`src/cpf_pkg.sv`:
```
// Constants for the feature-control and flags register block
// Function
// - Global translations survive page-table base writes
// - Global marker honoured only at leaf level
// - Counter read any level if bit 8
// - Bit 9 enables legacy SIMD instructions
// - Bit 9 clear: legacy SIMD raises invalid-opcode
// - State save/restore always works for base state
// - Bit 10 clear: SIMD FP error becomes invalid-opcode
// - Bit 16 enables segment-base instructions in 64-bit
// - Bit 18 enables extended-control read/write
// - Extended save covers base plus enabled components
// - Bit 20 blocks supervisor fetch from user pages
// - Control registers 1,5-7,9-15 raise invalid-opcode
// - Extension bit widens register number in 64-bit
// - Unimplemented control register raises invalid-opcode
// - Register 8 is task priority, 64-bit only
// - Hardware writes status flags, anyone reads
// - Legacy flags view equals low 32 bits
// - Legacy mode sees low 32 feature bits
// - Defined feature bits read and write
package cpf_pkg;
  // Feature-control bit positions
  localparam int FC_GPE = 7;
  localparam int FC_CRE = 8;
  localparam int FC_SRS = 9;
  localparam int FC_UXS = 10;
  localparam int FC_SBE = 16;
  localparam int FC_XSE = 18;
  localparam int FC_SEP = 20;
  // Defined feature bits
  localparam logic [63:0] FC_DEFINED = 64'h0000_0000_0035_07ff;
  localparam logic [63:0] FC_RESET = 64'h0;
  // Control register numbers
  localparam logic [3:0] CRN_FEAT = 4'h4;
  localparam logic [3:0] CRN_TPR = 4'h8;
  localparam int TPR_W = 4;
  // Flags layout
  localparam logic [63:0] FLG_STATUS = 64'h0000_0000_0000_08d5;
  localparam logic [63:0] FLG_WRITABLE = 64'h0000_0000_003f_7fd5;
  localparam logic [63:0] FLG_RESET = 64'h0000_0000_0000_0002;
  localparam int FLG_CF = 0;
  localparam int FLG_PF = 2;
  localparam int FLG_AF = 4;
  localparam int FLG_ZF = 6;
  localparam int FLG_SF = 7;
  localparam int FLG_OF = 11;
  // Base state component of the extended save mask
  localparam logic [63:0] XS_BASE = 64'h1;
  // Instruction classes presented for checking
  typedef enum logic [2:0] {
    IC_CTR_READ = 3'h0,
    IC_LEG_SIMD = 3'h1,
    IC_STATE_SR = 3'h2,
    IC_SEG_BASE = 3'h3,
    IC_EXT_CTRL = 3'h4,
    IC_EXT_SR = 3'h5
  } cpf_iclass_t;
endpackage

```
`src/cpf_ctrl_regs.sv`:
```
// Feature-control, task-priority and flags register logic
`timescale 1ns/1ps
`default_nettype none
module cpf_ctrl_regs #(
  parameter bit SEP_SUPPORTED = 1'b1,
  parameter bit SBE_SUPPORTED = 1'b1,
  parameter bit HIGH_CR_IMPL = 1'b0
) (
  // Clock and reset
  input wire logic CLK_SYS,
  input wire logic RST,
  // Execution mode
  input wire logic MODE64,
  input wire logic [1:0] CURRENT_PRIVILEGE_LEVEL,
  // Control register access
  input wire logic CR_REQ,
  input wire logic CR_WR,
  input wire logic [2:0] CR_REG,
  input wire logic REGISTER_EXTENSION_BIT,
  input wire logic [63:0] CR_WDATA,
  output logic CR_DONE,
  output logic CR_UD,
  output logic CR_GP,
  output logic CR_OTHER,
  output logic [63:0] CR_RDATA,
  // Instruction permission check
  input wire logic CHK_REQ,
  input wire cpf_pkg::cpf_iclass_t CHK_CLASS,
  output logic CHK_DONE,
  output logic CHK_UD,
  output logic CHK_GP,
  // SIMD floating-point error routing
  input wire logic SFP_ERR,
  output logic SFP_XF,
  output logic SFP_UD,
  // Extended save mask
  input wire logic [63:0] XFC_VAL,
  output logic [63:0] XS_MASK,
  // Translation buffer control
  input wire logic PTB_WR,
  output logic TLB_FLUSH,
  output logic TLB_KEEP_GLOBAL,
  input wire logic WALK_VALID,
  input wire logic WALK_LEAF,
  input wire logic WALK_G,
  output logic WALK_GLOBAL,
  // Fetch protection
  input wire logic FETCH_VALID,
  input wire logic FETCH_USER_PAGE,
  output logic FETCH_FAULT,
  // Flags
  input wire logic ALU_WE,
  input wire logic [5:0] ALU_FLAGS,
  input wire logic FLG_WE,
  input wire logic [63:0] FLG_WDATA,
  output logic [63:0] FLAGS,
  output logic [31:0] LEGACY_FLAGS,
  // Feature bits and task priority for the core
  output logic [63:0] FEATURES,
  output logic [cpf_pkg::TPR_W-1:0] TASK_PRIORITY
);
  import cpf_pkg::*;

  // ****************************************
  // Register state
  // ****************************************
  logic [63:0] feature_control; // Feature enables
  logic [TPR_W-1:0] task_priority; // Task priority
  logic [63:0] flags_word; // Flags

  // ****************************************
  // Access decode
  // ****************************************
  // Full register number, extension bit only in 64-bit
  wire [3:0] cr_num = {REGISTER_EXTENSION_BIT & MODE64, CR_REG};
  // Defined bits, minus unsupported features
  wire [63:0] fc_mask = FC_DEFINED
    & ~(SEP_SUPPORTED ? 64'h0 : (64'h1 << FC_SEP))
    & ~(SBE_SUPPORTED ? 64'h0 : (64'h1 << FC_SBE));
  wire is_feat = (cr_num == CRN_FEAT);
  wire is_tpr = (cr_num == CRN_TPR) && MODE64;
  // Registers held elsewhere in the core
  wire is_other = (cr_num == 4'h0) || (cr_num == 4'h2) || (cr_num == 4'h3);
  // Reserved and unimplemented numbers
  wire cr_bad = !(is_feat || is_tpr || is_other)
    && !(HIGH_CR_IMPL && cr_num > 4'h8);
  wire priv_bad = (CURRENT_PRIVILEGE_LEVEL != 2'h0);
  // Reserved bits set on write fault
  wire feat_rsv = is_feat && |(CR_WDATA & ~fc_mask);
  wire tpr_rsv = is_tpr && |CR_WDATA[63:TPR_W];
  wire wr_fault = CR_WR && (feat_rsv || tpr_rsv);
  wire acc_ok = CR_REQ && !cr_bad && !priv_bad && !is_other;
  wire feat_we = acc_ok && CR_WR && is_feat && !wr_fault;
  wire tpr_we = acc_ok && CR_WR && is_tpr && !wr_fault;
  // Legacy mode sees only the low half
  wire [63:0] feat_view = MODE64 ? feature_control
    : {32'h0, feature_control[31:0]};
  wire [63:0] next_rdata = is_tpr ? {{(64-TPR_W){1'b0}}, task_priority}
    : feat_view;

  // ****************************************
  // Instruction checks
  // ****************************************
  wire gpe = feature_control[FC_GPE];
  wire cre = feature_control[FC_CRE];
  wire srs = feature_control[FC_SRS];
  wire uxs = feature_control[FC_UXS];
  wire sbe = feature_control[FC_SBE];
  wire xse = feature_control[FC_XSE];
  wire sep = feature_control[FC_SEP];
  logic ck_ud; // Check gives invalid opcode
  logic ck_gp; // Check gives protection fault
  // Per-class permission
  always_comb begin
    ck_ud = 1'b0;
    ck_gp = 1'b0;
    case (CHK_CLASS)
      IC_CTR_READ: ck_gp = !cre && priv_bad;
      IC_LEG_SIMD: ck_ud = !srs;
      IC_STATE_SR: ck_ud = 1'b0;
      IC_SEG_BASE: ck_ud = !(sbe && MODE64);
      IC_EXT_CTRL: ck_ud = !xse;
      IC_EXT_SR: ck_ud = !xse;
      default: ck_ud = 1'b1;
    endcase
  end

  // ****************************************
  // Flags next value
  // ****************************************
  wire [63:0] alu_bits = ({63'h0, ALU_FLAGS[0]} << FLG_CF)
    | ({63'h0, ALU_FLAGS[1]} << FLG_PF) | ({63'h0, ALU_FLAGS[2]} << FLG_AF)
    | ({63'h0, ALU_FLAGS[3]} << FLG_ZF) | ({63'h0, ALU_FLAGS[4]} << FLG_SF)
    | ({63'h0, ALU_FLAGS[5]} << FLG_OF);
  wire [63:0] sw_flags = FLG_WE ? ((flags_word & ~FLG_WRITABLE)
    | (FLG_WDATA & FLG_WRITABLE)) : flags_word;
  // Arithmetic result wins over a same-cycle software write
  wire [63:0] next_flags = (ALU_WE ? ((sw_flags & ~FLG_STATUS)
    | alu_bits) : sw_flags) | FLG_RESET;

  // ****************************************
  // Registers
  // ****************************************
  // Feature and priority state
  always_ff @(posedge CLK_SYS) begin
    if (RST) begin
      feature_control <= FC_RESET;
      task_priority <= '0;
    end else begin
      if (feat_we) begin
        feature_control <= CR_WDATA & fc_mask;
      end
      if (tpr_we) begin
        task_priority <= CR_WDATA[TPR_W-1:0];
      end
    end
  end

  // Flags state
  always_ff @(posedge CLK_SYS) begin
    if (RST) begin
      flags_word <= FLG_RESET;
    end else begin
      flags_word <= next_flags;
    end
  end

  // Access answer
  always_ff @(posedge CLK_SYS) begin
    if (RST) begin
      CR_DONE <= 1'b0;
      CR_UD <= 1'b0;
      CR_GP <= 1'b0;
      CR_OTHER <= 1'b0;
      CR_RDATA <= 64'h0;
    end else begin
      CR_DONE <= CR_REQ;
      CR_UD <= CR_REQ && cr_bad;
      CR_GP <= CR_REQ && !cr_bad && !is_other && (priv_bad || wr_fault);
      CR_OTHER <= CR_REQ && is_other;
      CR_RDATA <= (acc_ok && !CR_WR) ? next_rdata : 64'h0;
    end
  end

  // Check answer and event routing
  always_ff @(posedge CLK_SYS) begin
    if (RST) begin
      CHK_DONE <= 1'b0;
      CHK_UD <= 1'b0;
      CHK_GP <= 1'b0;
      SFP_XF <= 1'b0;
      SFP_UD <= 1'b0;
      TLB_FLUSH <= 1'b0;
      TLB_KEEP_GLOBAL <= 1'b0;
      WALK_GLOBAL <= 1'b0;
      FETCH_FAULT <= 1'b0;
    end else begin
      CHK_DONE <= CHK_REQ;
      CHK_UD <= CHK_REQ && ck_ud;
      CHK_GP <= CHK_REQ && ck_gp;
      SFP_XF <= SFP_ERR && uxs;
      SFP_UD <= SFP_ERR && !uxs;
      TLB_FLUSH <= PTB_WR;
      TLB_KEEP_GLOBAL <= PTB_WR && gpe;
      WALK_GLOBAL <= WALK_VALID && gpe && WALK_LEAF && WALK_G;
      FETCH_FAULT <= FETCH_VALID && sep && !priv_bad
        && FETCH_USER_PAGE;
    end
  end

  // Flag, feature, task-priority and save-mask views
  always_ff @(posedge CLK_SYS) begin
    if (RST) begin
      FLAGS <= FLG_RESET;
      LEGACY_FLAGS <= FLG_RESET[31:0];
      FEATURES <= FC_RESET;
      TASK_PRIORITY <= '0;
      XS_MASK <= 64'h0;
    end else begin
      FLAGS <= next_flags;
      LEGACY_FLAGS <= next_flags[31:0];
      FEATURES <= feat_we ? (CR_WDATA & fc_mask) : feature_control;
      TASK_PRIORITY <= tpr_we ? CR_WDATA[TPR_W-1:0] : task_priority;
      XS_MASK <= xse ? (XFC_VAL | XS_BASE) : 64'h0;
    end
  end
endmodule
`default_nettype wire

```
`config.mk`:
```
export PLATFORM = sky130hd
export DESIGN_NAME = cpf_ctrl_regs
export DESIGN_NICKNAME = d
export VERILOG_FILES = /design/src/cpf_pkg.sv /design/src/cpf_ctrl_regs.sv
export SDC_FILE = /design/constraint.sdc
export NUM_CORES = 1
export LEC_CHECK = 0
export BUFFER_PORTS_ARGS = -buffer_cell sky130_fd_sc_hd__buf_2
export CORE_AREA = 2 2 205 207
export DETAILED_ROUTE_END_ITERATION = 8
export DIE_AREA = 0 0 207 209
export GPL_TIMING_DRIVEN = 0
export PLACE_DENSITY = 0.37
export REMOVE_ABC_BUFFERS = 1
export SYNTH_ARGS = -nofsm -noshare
export SYNTH_HDL_FRONTEND = slang
export SYNTH_SLANG_ARGS = --single-unit
```
`constraint.sdc`:
```
create_clock -name CLK_SYS -period 2.9 [get_ports CLK_SYS]
set_input_delay 0.145 -clock CLK_SYS [delete_from_list [all_inputs] [get_ports CLK_SYS]]
set_output_delay 0.145 -clock CLK_SYS [all_outputs]
set_load 0.03 [all_outputs]
```
# Word level (Yosys, flattened, before mapping)
# Index checks and enable logic that the tools add are counted.
dict set report totals {
  word_cells 104
  inputBits 222
  register_bits 207
}
dict set report op_classes {
  mux 6
  n_bitwise 10
  n_eq_ne 9
  reduce_logical 56
}
# cell n
set op_table {}
lappend op_table {{two-way mux 64 bit} 2}
lappend op_table {{bitwise OR 64 x 12 -> 64 bit} 1}
lappend op_table {{bitwise OR 64 x 22 -> 64 bit} 1}
lappend op_table {{OR reduction 60 bit} 1}
lappend op_table {{OR reduction 49 bit} 1}
lappend op_table {{logical AND 1 bit} 30}
lappend op_table {{bitwise OR 8 x 12 -> 12 bit} 1}
lappend op_table {{zero test 1 bit} 10}
lappend op_table {{equality test 4 x 2 -> 1 bit (second input constant)} 2}
lappend op_table {{bitwise OR 7 x 8 -> 8 bit} 1}
lappend op_table {{OR reduction 2 bit} 4}
lappend op_table {{bitwise OR 5 x 7 -> 7 bit} 1}
lappend op_table {{equality test 3 x 2 -> 1 bit (second input constant)} 2}
lappend op_table {{equality test 3 bit (second input constant)} 2}
lappend op_table {{logical OR 1 bit} 6}
lappend op_table {{bitwise OR 3 x 5 -> 5 bit} 1}
lappend op_table {{equality test 4 x 3 -> 1 bit (second input constant)} 1}
lappend op_table {{equality test 4 bit (second input constant)} 1}
lappend op_table {{zero test 4 bit} 1}
lappend op_table {{two-way mux 4 bit} 1}
lappend op_table {{case mux 1 bit (4 select lines)} 1}
lappend op_table {{equality test 3 x 1 -> 1 bit (second input constant)} 1}
lappend op_table {{zero test 3 bit} 1}
lappend op_table {{bitwise OR 1 x 3 -> 3 bit} 1}
lappend op_table {{other kinds (5)} 7}

# Logic depth before layout (Yosys ltp)
dict set report logic_depth {
  ltp_word 11
  mapped_depth 7
}

# Least setup slack after synthesis
# OpenSTA, ideal clock, no wires.
dict set report synth_timing {
  kind {input -> register}
  start {input port CR_REG[2]}
  end {register FEATURES[18]}
  required_time_ns 2.777
  arrival_time_ns 1.912
  setup_ns 0.123
  path_buffers 0
  slack_ns 0.865
  path_stages 5
  cell_sequence {a21bo_1 -> or3_1 -> or4_4 -> nor4_4 -> mux2_1}
}
dict set report synth_via {
  elab_chain_cells 10
}
# item line
set synth_lines {}
lappend synth_lines {{from (decl)} cpf_ctrl_regs.sv:18} ;# input wire logic [2:0] CR_REG,
lappend synth_lines {{equality test 4 bit, or another cell as far along} cpf_ctrl_regs.sv:81} ;# wire is_tpr = (cr_num == CRN_TPR) && MODE64;
lappend synth_lines {{logical AND 1 bit or logical OR 1 bit (tied branches)} {cpf_ctrl_regs.sv:81, cpf_ctrl_regs.sv:83}}
lappend synth_lines {{logical OR 1 bit, on equally long branches} {cpf_ctrl_regs.sv:85, cpf_ctrl_regs.sv:83}}
lappend synth_lines {{logical OR 1 bit} cpf_ctrl_regs.sv:85} ;# wire cr_bad = !(is_feat || is_tpr || is_other)
lappend synth_lines {{logical AND 1 bit (3 in a row)} cpf_ctrl_regs.sv:92} ;# wire acc_ok = CR_REQ && !cr_bad && !priv_bad && !is_other;
lappend synth_lines {{logical AND 1 bit (2 in a row)} cpf_ctrl_regs.sv:93} ;# wire feat_we = acc_ok && CR_WR && is_feat && !wr_fault;
lappend synth_lines {{logical AND 1 bit *} cpf_ctrl_regs.sv:93}
lappend synth_lines {{to (signal assigned)} cpf_ctrl_regs.sv:222} ;# FEATURES <= feat_we ? (CR_WDATA & fc_mask) : feature_control;
lappend synth_lines {{to (decl)} cpf_ctrl_regs.sv:59} ;# output logic [63:0] FEATURES,
# Mark *: on every way between the ends. The rest lies on a longest branch, timed or not.
# A chain may end at the register's enable or synchronous reset.

# Worst setup path in the final report
dict set report layout_timing {
  start {input port CR_REG[1]}
  end {register FEATURES[6]}
}
# The elaborated chain is that of the path after synthesis.

==> summary.md <==
| Metric | Value |
|---|---|
| Worst hold slack | between 0.06 and 0.07 ns |
| Crit path kind | input port to flip-flop |
| Antenna violations before repair | 1 |
| Final period utilization | 83.5% |
| Yosys top cell by area | dfxtp_1 |
| RR Endpoint | CHK_GP |
| Max-slew violations | 0 |
| Worst skew pair latency | 0.45 ns |
| P&R area growth vs syn | 57.1% |
| Synth top cells by count | 176 x buf_4, 129 x dfxtp_1, 74 x and2_1 |
| DIE WIDTH | approximately 210 µm |
| Total wire length | 17.3 mm |
| DRT Pass-1 Iters | 6 |
| Top cells by area, synth | dfxtp_1 46%, buf_4 23%, and2_1 8.2%, mux2i_1 7.1%, nand2b_1 4.0% |
| Worst Path Required | 3.26 ns |
| Root buffer cell | clkbuf_16 |
| Largest stage delay, worst path | ~0.56 ns |
| Leak pwr | 4.47 nW |
| Status | finished, final reports clean |
| CTS clock-pin slew for the worst setup and hold paths | 0.06 ns |
| Initial core utilization | 13.6% |
| Final cell utilization of the core | roughly 21% |
| Vias in the first global route | about 4500 |
| Sequential fraction of the synthesis area | a little under half |
| Yosys warnings | 0 |
| Worst setup SP type | input port |
| Final HPWL DP | 13.0 mm |
| Final nets | 1211 |
| CTS tree | built |
| Share of cells above drive strength 1 | 35.6% |
| Via count | 4716 |
| GRT Residual Overflow | 0 |
| GRT Util Overall | 7.90% |
| Final hold vios | 0 |
| N_diodes | 0 |
| Critical path, cell by cell | dlygate4sd3_1 > buf_2 > or3_1 > or4_4 > nor4_4 > buf_6 > mux2i_1 |
| Setup crit end kind | flip-flop |
| Post-Route M1 WL | between 6 and 7 mm |
| Share of the synthesized area in the top cell type | 45.9% |
| Worst R2R Start | FEATURES[8] |
| Top Family by Delay on Critical Path | simple AND/OR/NAND/NOR gates |
| Largest net degree at the start of global routing | 58 |
| WHS Endpoint | LEGACY_FLAGS[0] |
| CTS sink count | 129 |
| Max Root-Sink Buffers | 2 |
| Die height | 209 µm |
| Final GP Congestion | 0.726 |
| Mean Syn Cell Area | 9.74 µm² |
| Fmax | approximately 410 MHz |
| First-pass GRT wire length | about 26 mm |
| FF-to-FF setup slack | 1.26 ns |
| Data arrival, critical path | 2.79 ns |
| Post-synthesis cell count | 578 |
| Final ANT Viol Nets | 0 |
| Post-Place Worst Slack | 0.0320 ns |
| Initial drt markers | 130 |
| Worst hold path class | input port to flip-flop |
| Num CTS Buffers | 17 |
| Cell with the most instances after synthesis | buf_4 |
| Hold depth | 5 |
| Cells on worst reg2reg path | 3 |
| Met3 wire length | ~1.3 mm |
| Post-route minimum period | roughly 2.4 ns |
| Slowest cell on the critical path | or4_4 |
| Peak supply drop | 0.000317 V |
| Max FO, Critical Path | 10 |
| Unique masters post-synth | 37 |
| Synth Register Bits | 129 |
| Core area | 0.0413 mm² |
| Clock Skew | 0.0113 ns |
| DRC | 0 |
| Cell area after synthesis | 0.00563 mm² |
| Die ar. | approximately 0.043 mm² |
| Worst slew pin tran | ~1.0 ns |
| Vias per cell | 3.06 |
| Port bufs | 321 |
| RSZ-0062 raised after global routing | no |
| Top_reg_cell synth | dfxtp_1 |
| Buffers & Inverters on Critical Path | 3 |
| DR WL met2 | 8.63 mm |
| Max_cap viols | 0 |
| # resized after CTS | 0 |
| HP Start | FLG_WDATA[0] |
| Relative slew slack | 31.1% |
| H-tree levels | 4 |
| DR top layer | met5 |
| # IOs | about 530 |
| Async set-reset flop share out of synthesis | 0% |
| # setup viols final | 0 |
| Row cnt | between 70 and 80 |
| PwrDens | 547 mW/mm² |
| Post-synth EDFFs | 0 |
| Worst setup margin | between 0.4 and 0.5 ns |
| Wire per inst | 11.2 µm |
==> placed cells by master, fill, tap and decap left out, types with 2 or more instances in the layout <==
cell type      Yosys  routed
nand2_1            5       5
clkinvlp_4         0       3
bufinv_16          0       4
nor2b_1            2       2
a31oi_1            2       2
nor2_1            35      34
inv_1              4       4
nor3_1             7       7
mux2i_1           40      40
and2_1            74      74
nor4_1            14      14
dlygate4sd3_1      0     108
clkinv_4           0       2
conb_1             2     158
nand3_1            3       3
a21oi_1            9       9
dfxtp_1          129     129
or3_1              2       2
clkbuf_16          0      17
clkinv_2           0       3
nand2b_1          36      36
and3_1             2       2
buf_2              0     321
==> worst max path at each step <==
stage / start / cells past startpoint / slack, ns / to
6_report: CR_REG[1] / 7 / 0.48 / FEATURES[6]
5_1_grt: RST / 6 / 0.15 / CR_RDATA[5]
4_1_cts: CR_REG[1] / 7 / 0.46 / FEATURES[6]
3_5_place_dp: RST / 6 / 0.03 / CR_RDATA[8]
3_3_place_gp: RST / 3 / -1.82 / XS_MASK[37]
2_1_floorplan: CR_REG[2] / 5 / 0.46 / FEATURES[18]
==> power breakdown <==
part           total, mW  internal [mW]  switching (mW)
clock               2.33           1.46           0.871
combinational      0.701          0.237           0.464
sequential          1.81           1.79          0.0125
==> sequential cells by signal, indices dropped and copies added (netlist names), 4 cells and up <==
register,count
LEGACY_FLAGS,18
CR_RDATA,15
FEATURES,15
XS_MASK,64
TASK_PRIORITY,4
==> per-layer routing <==
| layer | track usage (%) | vias to the layer above |
|---|---|---|
| met4 | 4.26 | 2 |
| met2 | 13.4 | 223 |
| met1 | 8.50 | 2123 |
| met3 | 2.99 | 21 |
| met5 | 0 | - |
| li1 | - | 2347 |
==> metrics by stage <==
step / cell area [µm²] / setup TNS, ns / power [mW] / instances
2_1_floorplan: 4820 / 0 / 2.24 / 539
6_report: 8840 / 0 / 4.84 / 1541
4_1_cts: 8840 / 0 / 4.95 / 1541
3_5_place_dp: 7140 / 0 / 2.43 / 1401
5_1_grt: 8840 / 0 / 5.07 / 1541
3_3_place_gp: 7100 / -110.71 / 2.43 / 1399
==> timing repair <==
| action | 4_1_cts | 5_1_grt |
|---|---|---|
| hold buffers | 108 | 0 |
| hold endpoints to repair | 109 | 0 |
| setup buffers | 0 | 0 |
==> worst register-to-register path, cell delays in order, from the launching register on <==
cell,delay [ns]
dfxtp_1,0.35
or4_1,0.52
dlygate4sd3_1,0.57
nor3_1,0.12
==> cells by family after synthesis <==
group / after synthesis / synth area share (%)
mux: 41 / 7.31
other cells: 2 / 0.133
buf+inv: 199 / 25.1
simple gates: 189 / 19.6
flops: 129 / 45.9
compound gates: 18 / 2.00
==> cell type report <==
class	instances	area, µm²
sequential	129	2580
tap	539	674
clock inverter	13	184
fill	4590	32400
inverter	4	15.0
multi-input combinational	406	2230
clock buffer	19	443
timing repair buffer	431	2720
(Power assumes the default switching activity.)
